===== src/verilog/rlc_pkg.sv =====
// constants and types of the repeater lane configuration slice
package rlc_pkg;

   // register byte offsets on the register port
   localparam logic [7:0] ADDR_DEEMPH = 8'h35;
   localparam logic [7:0] ADDR_SDTH = 8'h36;
   localparam logic [7:0] ADDR_RSVD_A = 8'h37;
   localparam logic [7:0] ADDR_RSVD_B = 8'h38;
   localparam logic [7:0] ADDR_FAR_RECEIVER_DETECT = 8'h39;
   localparam logic [7:0] ADDR_BOOST = 8'h3a;

   // field positions and widths
   localparam int STATUS_BIT = 7;
   localparam int DEEMPH_LSB = 0;
   localparam int DEEMPH_W = 3;
   localparam int SDTH_ASSERT_LSB = 2;
   localparam int SDTH_DEASSERT_LSB = 0;
   localparam int SDTH_W = 4;
   localparam int FAR_RECEIVER_DETECT_LSB = 2;
   localparam int FAR_RECEIVER_DETECT_W = 2;
   localparam int BOOST_W = 8;

   // values after reset
   localparam logic [2:0] DEEMPH_RESET = 3'h2;
   localparam logic [3:0] SDTH_RESET = 4'h0;
   localparam logic [1:0] FAR_RECEIVER_DETECT_RESET = 2'h0;
   localparam logic [7:0] BOOST_RESET = 8'h2f;

   // receive-detect mode codes
   localparam logic [1:0] FAR_RECEIVER_DETECT_HIZ = 2'h0;
   localparam logic [1:0] FAR_RECEIVER_DETECT_AUTO_LIMITED = 2'h1;
   localparam logic [1:0] FAR_RECEIVER_DETECT_AUTO_FOREVER = 2'h2;
   localparam logic [1:0] FAR_RECEIVER_DETECT_FORCE_50 = 2'h3;

   // probe timing
   localparam int CLOCK_KHZ = 250000;
   localparam int PROBE_PERIOD_MS = 12;
   localparam int PROBE_WINDOW_MS = 600;
   localparam int PROBE_PERIOD_CYCLES = PROBE_PERIOD_MS * CLOCK_KHZ;
   localparam int PROBE_ATTEMPTS = PROBE_WINDOW_MS / PROBE_PERIOD_MS;

   // register port request
   typedef struct packed {
      logic wr;
      logic rd;
      logic [7:0] addr;
      logic [7:0] wdata;
   } rlc_reg_req_t;

   // auto-detect sequencer states
   typedef enum logic [3:0] {
      RD_IDLE = 4'h1,
      RD_SEARCH = 4'h2,
      RD_FOUND = 4'h4,
      RD_STOPPED = 4'h8
   } rlc_rd_state_t;

endpackage


===== src/verilog/rlc_field.sv =====
// one read-write configuration field with its reset value
`timescale 1ns/1ps
`default_nettype none
module rlc_field #(
   parameter int P_WIDTH = 8,
   parameter logic [P_WIDTH-1:0] P_RESET = '0
) (
   input wire logic i_clock,
   input wire logic i_rst_n,
   input wire logic i_write,
   input wire logic [P_WIDTH-1:0] i_wdata,
   output logic [P_WIDTH-1:0] o_value
);
   logic [P_WIDTH-1:0] value_reg;
   logic [P_WIDTH-1:0] value_next;

   // a write replaces the field, otherwise it holds
   assign value_next = i_write ? i_wdata : value_reg;

   always_ff @(posedge i_clock or negedge i_rst_n) begin
      if (!i_rst_n) begin
         value_reg <= P_RESET;
      end else begin
         value_reg <= value_next;
      end
   end

   assign o_value = value_reg;
endmodule
`default_nettype wire


===== src/verilog/rlc_lane_regs.sv =====
// lane configuration and status registers with receive-detect control
`timescale 1ns/1ps
`default_nettype none

//Function
//- de-emphasis register bit 7 reads lane five input termination state
//- de-emphasis field resets to 010; eight codes from 0 to -12 dB
//- assert threshold bits 3:2 reset to 00, four level codes
//- de-assert threshold bits 1:0 reset to 00, four level codes
//- threshold fields act only when global override set, else strap governs
//- mode 01 probes every 12 ms, gives up after 50 attempts
//- mode 10 probes every 12 ms until detection, then terminates
//- mode field acts only when global override set, else strap governs
//- lane six boost register is eight bits, resets to 0x2f
module rlc_lane_regs
   import rlc_pkg::*;
#(
   parameter int P_PERIOD_CYCLES = rlc_pkg::PROBE_PERIOD_CYCLES,
   parameter int P_ATTEMPTS = rlc_pkg::PROBE_ATTEMPTS
) (
   input wire logic i_clock,
   input wire logic i_rst_n,
   input wire rlc_pkg::rlc_reg_req_t i_req,
   input wire logic i_lane5_terminated,
   input wire logic i_sigdet_override,
   input wire logic [3:0] i_sigdet_strap,
   input wire logic i_far_receiver_detect_override,
   input wire logic [1:0] i_far_receiver_detect_strap,
   input wire logic i_far_present,
   output logic [7:0] o_rdata,
   output logic o_rvalid,
   output logic [2:0] o_lane5_deemph,
   output logic [1:0] o_sigdet_assert_sel,
   output logic [1:0] o_sigdet_deassert_sel,
   output logic [7:0] o_lane6_boost,
   output logic o_lane6_term_50,
   output logic o_lane6_probe
);
   import rlc_pkg::*;

   // refuse probe settings that the sequencer counters cannot hold
   generate
      if (P_PERIOD_CYCLES < 2 || P_ATTEMPTS < 1) begin : g_bad_probe
         $error("probe period or attempt count out of range");
      end
   endgenerate

   logic [2:0] deemph_value;
   logic [3:0] sdth_value;
   logic [1:0] far_receiver_detect_value;
   logic [7:0] boost_value;
   logic [1:0] eff_mode;
   logic [3:0] sdth_eff;
   logic [3:0] sdth_reg;
   logic [7:0] rd_mux;
   logic [7:0] rdata_reg, rdata_next;
   logic rvalid_reg;

   // address match shared by the write strobes and the read mux
   function automatic logic hit(input logic [7:0] a, input logic [7:0] target);
      hit = a == target;
   endfunction

   // write strobes; reserved registers take no write
   wire wr_deemph = i_req.wr && hit(i_req.addr, ADDR_DEEMPH);
   wire wr_sdth = i_req.wr && hit(i_req.addr, ADDR_SDTH);
   wire wr_far_receiver_detect = i_req.wr && hit(i_req.addr, ADDR_FAR_RECEIVER_DETECT);
   wire wr_boost = i_req.wr && hit(i_req.addr, ADDR_BOOST);

   // reserved write bits are dropped, so a stray one cannot steer logic
   wire [2:0] wd_deemph = i_req.wdata[DEEMPH_LSB +: DEEMPH_W];
   wire [3:0] wd_sdth = i_req.wdata[0 +: SDTH_W];
   wire [1:0] wd_far_receiver_detect = i_req.wdata[FAR_RECEIVER_DETECT_LSB +: FAR_RECEIVER_DETECT_W];

   // output de-emphasis code, passed to the driver unchanged
   rlc_field #(
      .P_WIDTH(DEEMPH_W),
      .P_RESET(DEEMPH_RESET)
   ) u_deemph (
      .i_clock(i_clock),
      .i_rst_n(i_rst_n),
      .i_write(wr_deemph),
      .i_wdata(wd_deemph),
      .o_value(deemph_value)
   );

   // signal detect assert and de-assert threshold pair
   rlc_field #(
      .P_WIDTH(SDTH_W),
      .P_RESET(SDTH_RESET)
   ) u_sdth (
      .i_clock(i_clock),
      .i_rst_n(i_rst_n),
      .i_write(wr_sdth),
      .i_wdata(wd_sdth),
      .o_value(sdth_value)
   );

   // receive-detect mode code
   rlc_field #(
      .P_WIDTH(FAR_RECEIVER_DETECT_W),
      .P_RESET(FAR_RECEIVER_DETECT_RESET)
   ) u_far_receiver_detect (
      .i_clock(i_clock),
      .i_rst_n(i_rst_n),
      .i_write(wr_far_receiver_detect),
      .i_wdata(wd_far_receiver_detect),
      .o_value(far_receiver_detect_value)
   );

   // input boost byte, decoded by the equalizer outside
   rlc_field #(
      .P_WIDTH(BOOST_W),
      .P_RESET(BOOST_RESET)
   ) u_boost (
      .i_clock(i_clock),
      .i_rst_n(i_rst_n),
      .i_write(wr_boost),
      .i_wdata(i_req.wdata),
      .o_value(boost_value)
   );

   // global override picks register or strap
   assign sdth_eff = i_sigdet_override ? sdth_value : i_sigdet_strap;
   assign eff_mode = i_far_receiver_detect_override ? far_receiver_detect_value : i_far_receiver_detect_strap;

   // auto detect runs on the effective mode only
   rlc_rx_detect #(
      .P_PERIOD_CYCLES(P_PERIOD_CYCLES),
      .P_ATTEMPTS(P_ATTEMPTS)
   ) u_rx_detect (
      .i_clock(i_clock),
      .i_rst_n(i_rst_n),
      .i_mode(eff_mode),
      .i_far_present(i_far_present),
      .o_term_50(o_lane6_term_50),
      .o_probe(o_lane6_probe)
   );

   // read mux: reserved bits and unmapped offsets read zero
   assign rd_mux =
      hit(i_req.addr, ADDR_DEEMPH) ? {i_lane5_terminated, 4'h0, deemph_value} :
      hit(i_req.addr, ADDR_SDTH) ? {4'h0, sdth_value} :
      hit(i_req.addr, ADDR_FAR_RECEIVER_DETECT) ? {4'h0, far_receiver_detect_value, 2'h0} :
      hit(i_req.addr, ADDR_BOOST) ? boost_value :
      8'h00;

   // read data holds until the next read
   assign rdata_next = i_req.rd ? rd_mux : rdata_reg;

   always_ff @(posedge i_clock or negedge i_rst_n) begin
      if (!i_rst_n) begin
         rdata_reg <= 8'h00;
         rvalid_reg <= 1'b0;
         sdth_reg <= SDTH_RESET;
      end else begin
         rdata_reg <= rdata_next;
         rvalid_reg <= i_req.rd;
         sdth_reg <= sdth_eff;
      end
   end

   assign o_rdata = rdata_reg;
   assign o_rvalid = rvalid_reg;
   assign o_lane5_deemph = deemph_value;
   assign o_lane6_boost = boost_value;
   // thresholds registered so a strap glitch cannot reach the comparator raw
   assign o_sigdet_assert_sel = sdth_reg[SDTH_ASSERT_LSB +: 2];
   assign o_sigdet_deassert_sel = sdth_reg[SDTH_DEASSERT_LSB +: 2];
endmodule
`default_nettype wire


===== src/verilog/rlc_rx_detect.sv =====
// far receiver detect sequencer and input termination control
`timescale 1ns/1ps
`default_nettype none
module rlc_rx_detect
   import rlc_pkg::*;
#(
   parameter int P_PERIOD_CYCLES = PROBE_PERIOD_CYCLES,
   parameter int P_ATTEMPTS = PROBE_ATTEMPTS
) (
   input wire logic i_clock,
   input wire logic i_rst_n,
   input wire logic [1:0] i_mode,
   input wire logic i_far_present,
   output logic o_term_50,
   output logic o_probe
);
   localparam int TW = $clog2(P_PERIOD_CYCLES + 1);
   localparam int AW = $clog2(P_ATTEMPTS + 1);

   generate
      if (P_PERIOD_CYCLES < 2 || P_ATTEMPTS < 1) begin : g_bad
         $error("probe period or attempt count too small");
      end
   endgenerate

   rlc_rd_state_t state_reg, state_next;
   logic [1:0] mode_reg;
   logic [TW-1:0] timer_reg, timer_next;
   logic [AW-1:0] tries_reg, tries_next;
   logic term_reg, term_next, probe_reg, probe_next;
   logic changed, tick, is_auto, last_try;

   // a new mode restarts the sequence from idle
   assign changed = i_mode != mode_reg;
   assign is_auto = i_mode == FAR_RECEIVER_DETECT_AUTO_LIMITED || i_mode == FAR_RECEIVER_DETECT_AUTO_FOREVER;
   assign tick = state_reg == RD_SEARCH && timer_reg == TW'(P_PERIOD_CYCLES - 1);
   assign last_try = tries_reg == AW'(P_ATTEMPTS - 1);

   // sequencer: far end sampled on each probe instant
   always_comb begin
      state_next = state_reg;
      timer_next = '0;
      tries_next = tries_reg;
      unique case (state_reg)
         RD_IDLE: begin
            tries_next = '0;
            if (is_auto) begin
               state_next = RD_SEARCH;
            end
         end
         RD_SEARCH: begin
            timer_next = tick ? '0 : timer_reg + 1'b1;
            if (tick && i_far_present) begin
               state_next = RD_FOUND;
            end else if (tick) begin
               tries_next = tries_reg + 1'b1;
               if (i_mode == FAR_RECEIVER_DETECT_AUTO_LIMITED && last_try) begin
                  state_next = RD_STOPPED;
               end
            end
         end
         RD_FOUND: state_next = RD_FOUND;
         RD_STOPPED: state_next = RD_STOPPED;
         default: state_next = RD_IDLE;
      endcase
      if (changed) begin
         state_next = RD_IDLE;
         timer_next = '0;
         tries_next = '0;
      end
   end

   // termination follows the next state so forced codes act in one edge
   assign term_next = state_next == RD_FOUND ||
      (state_next == RD_IDLE && i_mode == FAR_RECEIVER_DETECT_FORCE_50);
   assign probe_next = tick && !changed;

   always_ff @(posedge i_clock or negedge i_rst_n) begin
      if (!i_rst_n) begin
         state_reg <= RD_IDLE;
         mode_reg <= FAR_RECEIVER_DETECT_RESET;
         timer_reg <= '0;
         tries_reg <= '0;
         term_reg <= 1'b0;
         probe_reg <= 1'b0;
      end else begin
         state_reg <= state_next;
         mode_reg <= i_mode;
         timer_reg <= timer_next;
         tries_reg <= tries_next;
         term_reg <= term_next;
         probe_reg <= probe_next;
      end
   end

   assign o_term_50 = term_reg;
   assign o_probe = probe_reg;
endmodule
`default_nettype wire

===== config.mk =====
export PLATFORM = sky130hd
export DESIGN_NAME = rlc_lane_regs
export DESIGN_NICKNAME = d
export VERILOG_FILES = /design/src/verilog/rlc_pkg.sv /design/src/verilog/rlc_field.sv /design/src/verilog/rlc_lane_regs.sv /design/src/verilog/rlc_rx_detect.sv
export SDC_FILE = /design/constraint.sdc
export NUM_CORES = 1
export LEC_CHECK = 0
export BUFFER_PORTS_ARGS = -buffer_cell sky130_fd_sc_hd__buf_2
export CAP_MARGIN = 20
export CORE_ASPECT_RATIO = 1.4
export CORE_MARGIN = 4
export CORE_UTILIZATION = 45
export CTS_CLUSTER_SIZE = 28
export DETAILED_ROUTE_END_ITERATION = 8
export PLACE_DENSITY = 0.64
export SYNTH_ARGS = -nofsm -noshare
export SYNTH_HDL_FRONTEND = slang
export SYNTH_HIERARCHICAL = 1
export SYNTH_SLANG_ARGS = --single-unit

===== constraint.sdc =====
create_clock -name i_clock -period 4.65 [get_ports i_clock]
set_clock_uncertainty 0.2 [all_clocks]
set_input_delay 0.6975 -clock i_clock [delete_from_list [all_inputs] [get_ports i_clock]]
set_output_delay 0.6975 -clock i_clock [all_outputs]
set_load 0.005 [all_outputs]

# [After elaboration in Yosys (flattened, before gate mapping)]
# Cells that the tools add are included.
# Widths: inputs -> output; s select.
[word_totals] inputBits=30 word_cells=66 reg_bits=66 output_inout_bits=26
[op_classes] muxes=19 addsub=2 eq_ne=18 reduce_logical=14
[op_table] operator="$mux 22" count=3
[op_table] operator="$eq 8x6->1 const B" count=4
[op_table] operator="$mux 8" count=4
[op_table] operator="$mux 4" count=6
[op_table] operator="$add 22x1->22 const B" count=1
[op_table] operator="$eq 22x22->1 const B" count=1
[op_table] operator="$mux 6" count=3
[op_table] operator="$pmux 4 s4" count=1
[op_table] operator="$pmux 6 s2" count=1
[op_table] operator="$logic_and 1x1->1" count=9
[op_table] operator="$eq 4x1->1 const B" count=2
[op_table] operator="$eq 4x3->1 const B" count=2
[op_table] operator="$add 6x1->6 const B" count=1
[op_table] operator="$eq 6x6->1 const B" count=1
[op_table] operator="$eq 2x2->1 const B" count=2
[op_table] operator="$eq 4x2->1 const B" count=1
[op_table] operator="$eq 4x4->1 const B" count=1
[op_table] operator="$ne 3x1->1 const B" count=1
[op_table] operator="$ne 3x2->1 const B" count=1
[op_table] operator="$reduce_and 3->1" count=1
[op_table] operator="$reduce_bool 3->1" count=1
[op_table] operator="$eq 2x1->1 const B" count=1
[op_table] operator="$logic_or 1x1->1" count=2
[op_table] operator="$mux 2" count=1
[op_table] operator="2 further kinds" count=2

# [Longest topological paths before layout]
[depth] depth_word=11 depth_mapped=8 depth_no_buf=8

# [Cells and area by module]
# The synthesis kept the hierarchy.
[by_module_without_submodules] mod="rlc_rx_detect" area_per_inst_um2=2005.7 seq_area_each_um2=902.1 n_inst=1 cells_per_inst=193
[by_module_without_submodules] mod="rlc_lane_regs" area_per_inst_um2=723.2 seq_area_each_um2=325.3 n_inst=1 cells_per_inst=71
[by_module_without_submodules] mod="rlc_field (u_boost)" area_per_inst_um2=337.8 seq_area_each_um2=206.4 n_inst=1 cells_per_inst=17
[by_module_without_submodules] mod="rlc_field (u_sdth)" area_per_inst_um2=145.1 seq_area_each_um2=100.1 n_inst=1 cells_per_inst=8
[by_module_without_submodules] mod="rlc_field (u_deemph)" area_per_inst_um2=110.1 seq_area_each_um2=76.3 n_inst=1 cells_per_inst=6
[by_module_without_submodules] mod="rlc_field (u_far_receiver_detect)" area_per_inst_um2=72.6 seq_area_each_um2=50.0 n_inst=1 cells_per_inst=4

# [Least setup slack after synthesis]
# No wires, ideal clock.
[synth_timing] path_kind="input to register" from="in i_far_receiver_detect_override" to="reg u_rx_detect.tries_reg[1]" t_required_ns=4.322 setup_time_ns=0.128 arrival_time_ns=2.094 stages=6 setup_slack_ns=2.229 path_buffers=1 path_cell_list="mux2_2 -> xnor2_1 -> and2_1 -> clkbuf_1 -> o21ai_4 -> mux2_1"
[synth_via] elab_chain_cells=4 word_cells_on_any_way=7 classes_between="eq/ne: 3; mux: 2; reduce/logical: 2"
[synth_rtl] element="start: declaration" line_no="rlc_lane_regs.sv:27" rtl="input wire logic i_far_receiver_detect_override,"
[synth_rtl] element="$mux 2 *" line_no="rlc_lane_regs.sv:125" rtl="assign eff_mode = i_far_receiver_detect_override ? far_receiver_detect_value : i_far_receiver_detect_strap;"
[synth_rtl] element="$ne 2x2->1 *" line_no="rlc_rx_detect.sv:34" rtl="assign changed = i_mode != mode_reg;"
[synth_rtl] element="$ne 3x1->1 (no line), or another cell as far along"
[synth_rtl] element="$reduce_and 3->1 (no line)"
[synth_rtl] element="end signal: assignment" line_no="rlc_rx_detect.sv:90" rtl="tries_reg <= tries_next;"
[synth_rtl] element="end: declaration" line_no="rlc_rx_detect.sv:29" rtl="logic [AW-1:0] tries_reg, tries_next;"
# Every way passes the cells marked *; elsewhere a longest branch is shown, timed or not.
# A chain may end at the register's enable or synchronous reset.

# [Final worst setup path]
[layout_timing] from="reg u_rx_detect.timer_reg[0]" to="reg u_rx_detect.timer_reg[20]"
[layout_via] elab_chain_cells=5 word_cells_on_any_way=6 classes_between="add/sub: 1; eq/ne: 1; mux: 3; reduce/logical: 1"
[layout_rtl] element="start: declaration" line_no="rlc_rx_detect.sv:28" rtl="logic [TW-1:0] timer_reg, timer_next;"
[layout_rtl] element="start signal: assignment" line_no="rlc_rx_detect.sv:89" rtl="timer_reg <= timer_next;"
[layout_rtl] element="branches (longest 2 deep; another with $add 22x1->22)"
[layout_rtl] element="$mux 22 *" line_no="rlc_rx_detect.sv:52" rtl="timer_next = tick ? '0 : timer_reg + 1'b1;"
[layout_rtl] element="$mux 22 *" line_no="rlc_rx_detect.sv:44" rtl="unique case (state_reg)"
[layout_rtl] element="$mux 22 *" line_no="rlc_rx_detect.sv:66" rtl="if (changed) begin"
[layout_rtl] element="net u_rx_detect.timer_next[20]" line_no="rlc_rx_detect.sv:28"
# Mark *: on every way through the listed nets, which the timed path passes.

==> metrics.txt <==
status finished clean; post-synthesis sequential area ratio 48.91%; Slew headroom 49.80%; library cells used by synthesis 64; drt initial violations 141; final instance count without filler cells 458; Synth Net Count 334; hold-fix buffers at CTS 0; fmax 405.6 MHz; RD Place Congestion 0.8155; Slew @ Worst Pin 0.7461 ns; CP startpoint kind flop; sw frac 23.45%; HP Class in -> async; Synth Register Bits 66; Die Span Y 110.8 µm; Post CTS Setup Buffer Count 0; Peak VDD IR 0.0001947 V; number of flops mapped to enable cells by yosys 0; largest net degree at the start of global routing 41; cell with the most instances after synthesis dfrtp_1; internal cell power 949.1 µW; Layout area overhead 16.81%; CP endpoint kind flop; predominant post-synthesis flop cell dfrtp_1; Pre-antenna DRT Iters 5; post_cts resized 0; Gate Count Post-Synth 299; initial antenna violation count 0; Syn. warnings 6; WS Path Type reg -> reg; via count 2457; Leak 0.001766 µW; Num CTS Buffers 9; # rows 37; Ant. Diodes 0; DRC 0; Post-Syn Area 3395 µm²; Clock Tree Buf Depth 2; Starting Density 46.12%; share of power burned in registers 48.6%; I/O pin total 56; async set-reset flop share out of synthesis 100.0%; minimum clock period 2.465 ns; Gate power share 7.9%; TritonCTS clock tree done; Clock Latency Late Sink 0.34 ns; first-pass GRT wire length 12380 µm; fillers 633; antenna-violating nets left 0; period utilization 53.02%; Total Power 1240 µW; DP Cell Count 442; max-cap violation count 0; WL/cell 15.80 µm; RSZ-0062 raised after global routing false; Avg Inst Size Synth 11.35 µm²; number of global-route vias before repair 2548; register area 1660 µm²; synth top area cells dfrtp_1, dfstp_2, xor2_1; Post-DP HPWL 5318 µm; Final Hold Vio Count 0; GRT Total Usage 17.72%; die area 9017 µm²; max FFs per register 22; WL final 7236 µm; WP data arrival 2.46 ns; Nets 391; P_sw 290.7 µW; Reg clk slew, reported paths 0.08 ns; Max H-tree Level 3; Pwr Density 312.7 nW/µm²; total grt overflow 0; die width 81.41 µm; post-synth top area cell dfrtp_1; clock sink count 66; Core Area 7361 µm²; CP Max Fanout 21; Pins Over Slew Limit 0; synth cell count leaders dfrtp_1, nor2_1, xor2_1; Final Util 53.87%; Via-to-Cell Ratio 5.365; Multi-input gate area 1629 µm²; Yosys top cell area share 43.49%; Clock Power Share 43.5%; share of layout cells above drive strength 1 32.13%; Root Driver clkbuf_8; Buffers on Ports 55; Setup Total Neg Slack 0 ns; final setup fails 0; WP data required 4.64 ns
## final timing paths
check	startpoint	endpoint	slack, ns	cells past startpoint
setup / recovery	u_rx_detect/timer_reg[0]$_DFF_PN0_	u_rx_detect/timer_reg[20]$_DFF_PN0_	2.18	6
hold / removal	i_rst_n	u_rx_detect/tries_reg[5]$_DFFE_PN0P_	0.17	1
setup reg to reg	u_rx_detect/timer_reg[0]$_DFF_PN0_	u_rx_detect/timer_reg[20]$_DFF_PN0_	2.18	6
hold reg to reg	u_rx_detect/tries_reg[5]$_DFFE_PN0P_	u_rx_detect/tries_reg[5]$_DFFE_PN0P_	0.29	1
max in group asynchronous	i_rst_n	u_boost/o_value[3]$_DFFE_PN1P_	3.12	2
min in group i_clock	u_rx_detect/tries_reg[5]$_DFFE_PN0P_	u_rx_detect/tries_reg[5]$_DFFE_PN0P_	0.29	1
## per-layer routing
metal	part of all wire, %	wire, µm	track usage, %	up-vias
met3	4.3	311	4.390	21
met2	51	3678	28.78	70
met5	0	0	0	-
li1	-	-	-	1186
met4	2.6	191	8.455	0
met1	42	3054	21.47	1180
## power by group through the flow
stage                     clock (µW)  sequential (µW)  combinational, µW
after detailed placement           0              613               99.1
final                            540              603               97.6
after floorplan                    0              611               53.0
after global routing             579              604                109
after CTS                        549              602               99.5
after global placement             0              613               97.7
## through the flow
| stage | worst slack (ns) | hold slack [ns] | instance area (µm²) |
|---|---|---|---|
| after floorplan | 2.229 | 0.2019 | 3395 |
| after global placement | 1.878 | 0.2759 | 3746 |
| after detailed placement | 1.875 | 0.2818 | 3746 |
| after CTS | 2.162 | 0.1718 | 3965 |
| after global routing | 1.981 | 0.2031 | 3965 |
| final | 2.185 | 0.1661 | 3965 |
## worst max-delay path, cell delays in order (launching register included)
cell,delay [ns]
dfrtp_1,0.40
ha_1,0.26
nand3_4,0.16
nor4_1,0.45
nand2_1,0.15
nand2_1,0.56
nor2_1,0.13
## kinds of logic after synthesis
kind of cell | share of synthesized area [%]
mux | 9.731
fa+ha+maj | 1.843
buf+inv | 3.280
simple gates | 21.75
flops | 48.91
compound gates | 8.552
xor+xnor | 5.935
## cells in the final DEF (no fill, tap or decap), types with 4 or more instances in the layout
master / n
dfrtp_1: 59
buf_2: 55
nor2_1: 31
xor2_1: 15
nand3_1: 14
inv_1: 12
mux2_2: 11
clkbuf_8: 10
nand2_1: 10
and3_1: 10
mux2_4: 8
xnor2_1: 8
nand4_1: 8
dfstp_2: 7
nor3_1: 6
mux2_1: 5
nand2b_1: 5
nor4_1: 5
a21oi_1: 5
ha_1: 5
nor2b_1: 4
## final cells by class
class / count / share of cell area, %
Sequential cell: 66 / 41.87
Multi-Input combinational cell: 210 / 41.09
Timing Repair Buffer: 57 / 7.321
Clock buffer: 11 / 3.566
Tap cell: 97 / 3.061
Clock inverter: 5 / 1.956
Inverter: 12 / 1.136
Power figures use the tool's default switching activity.
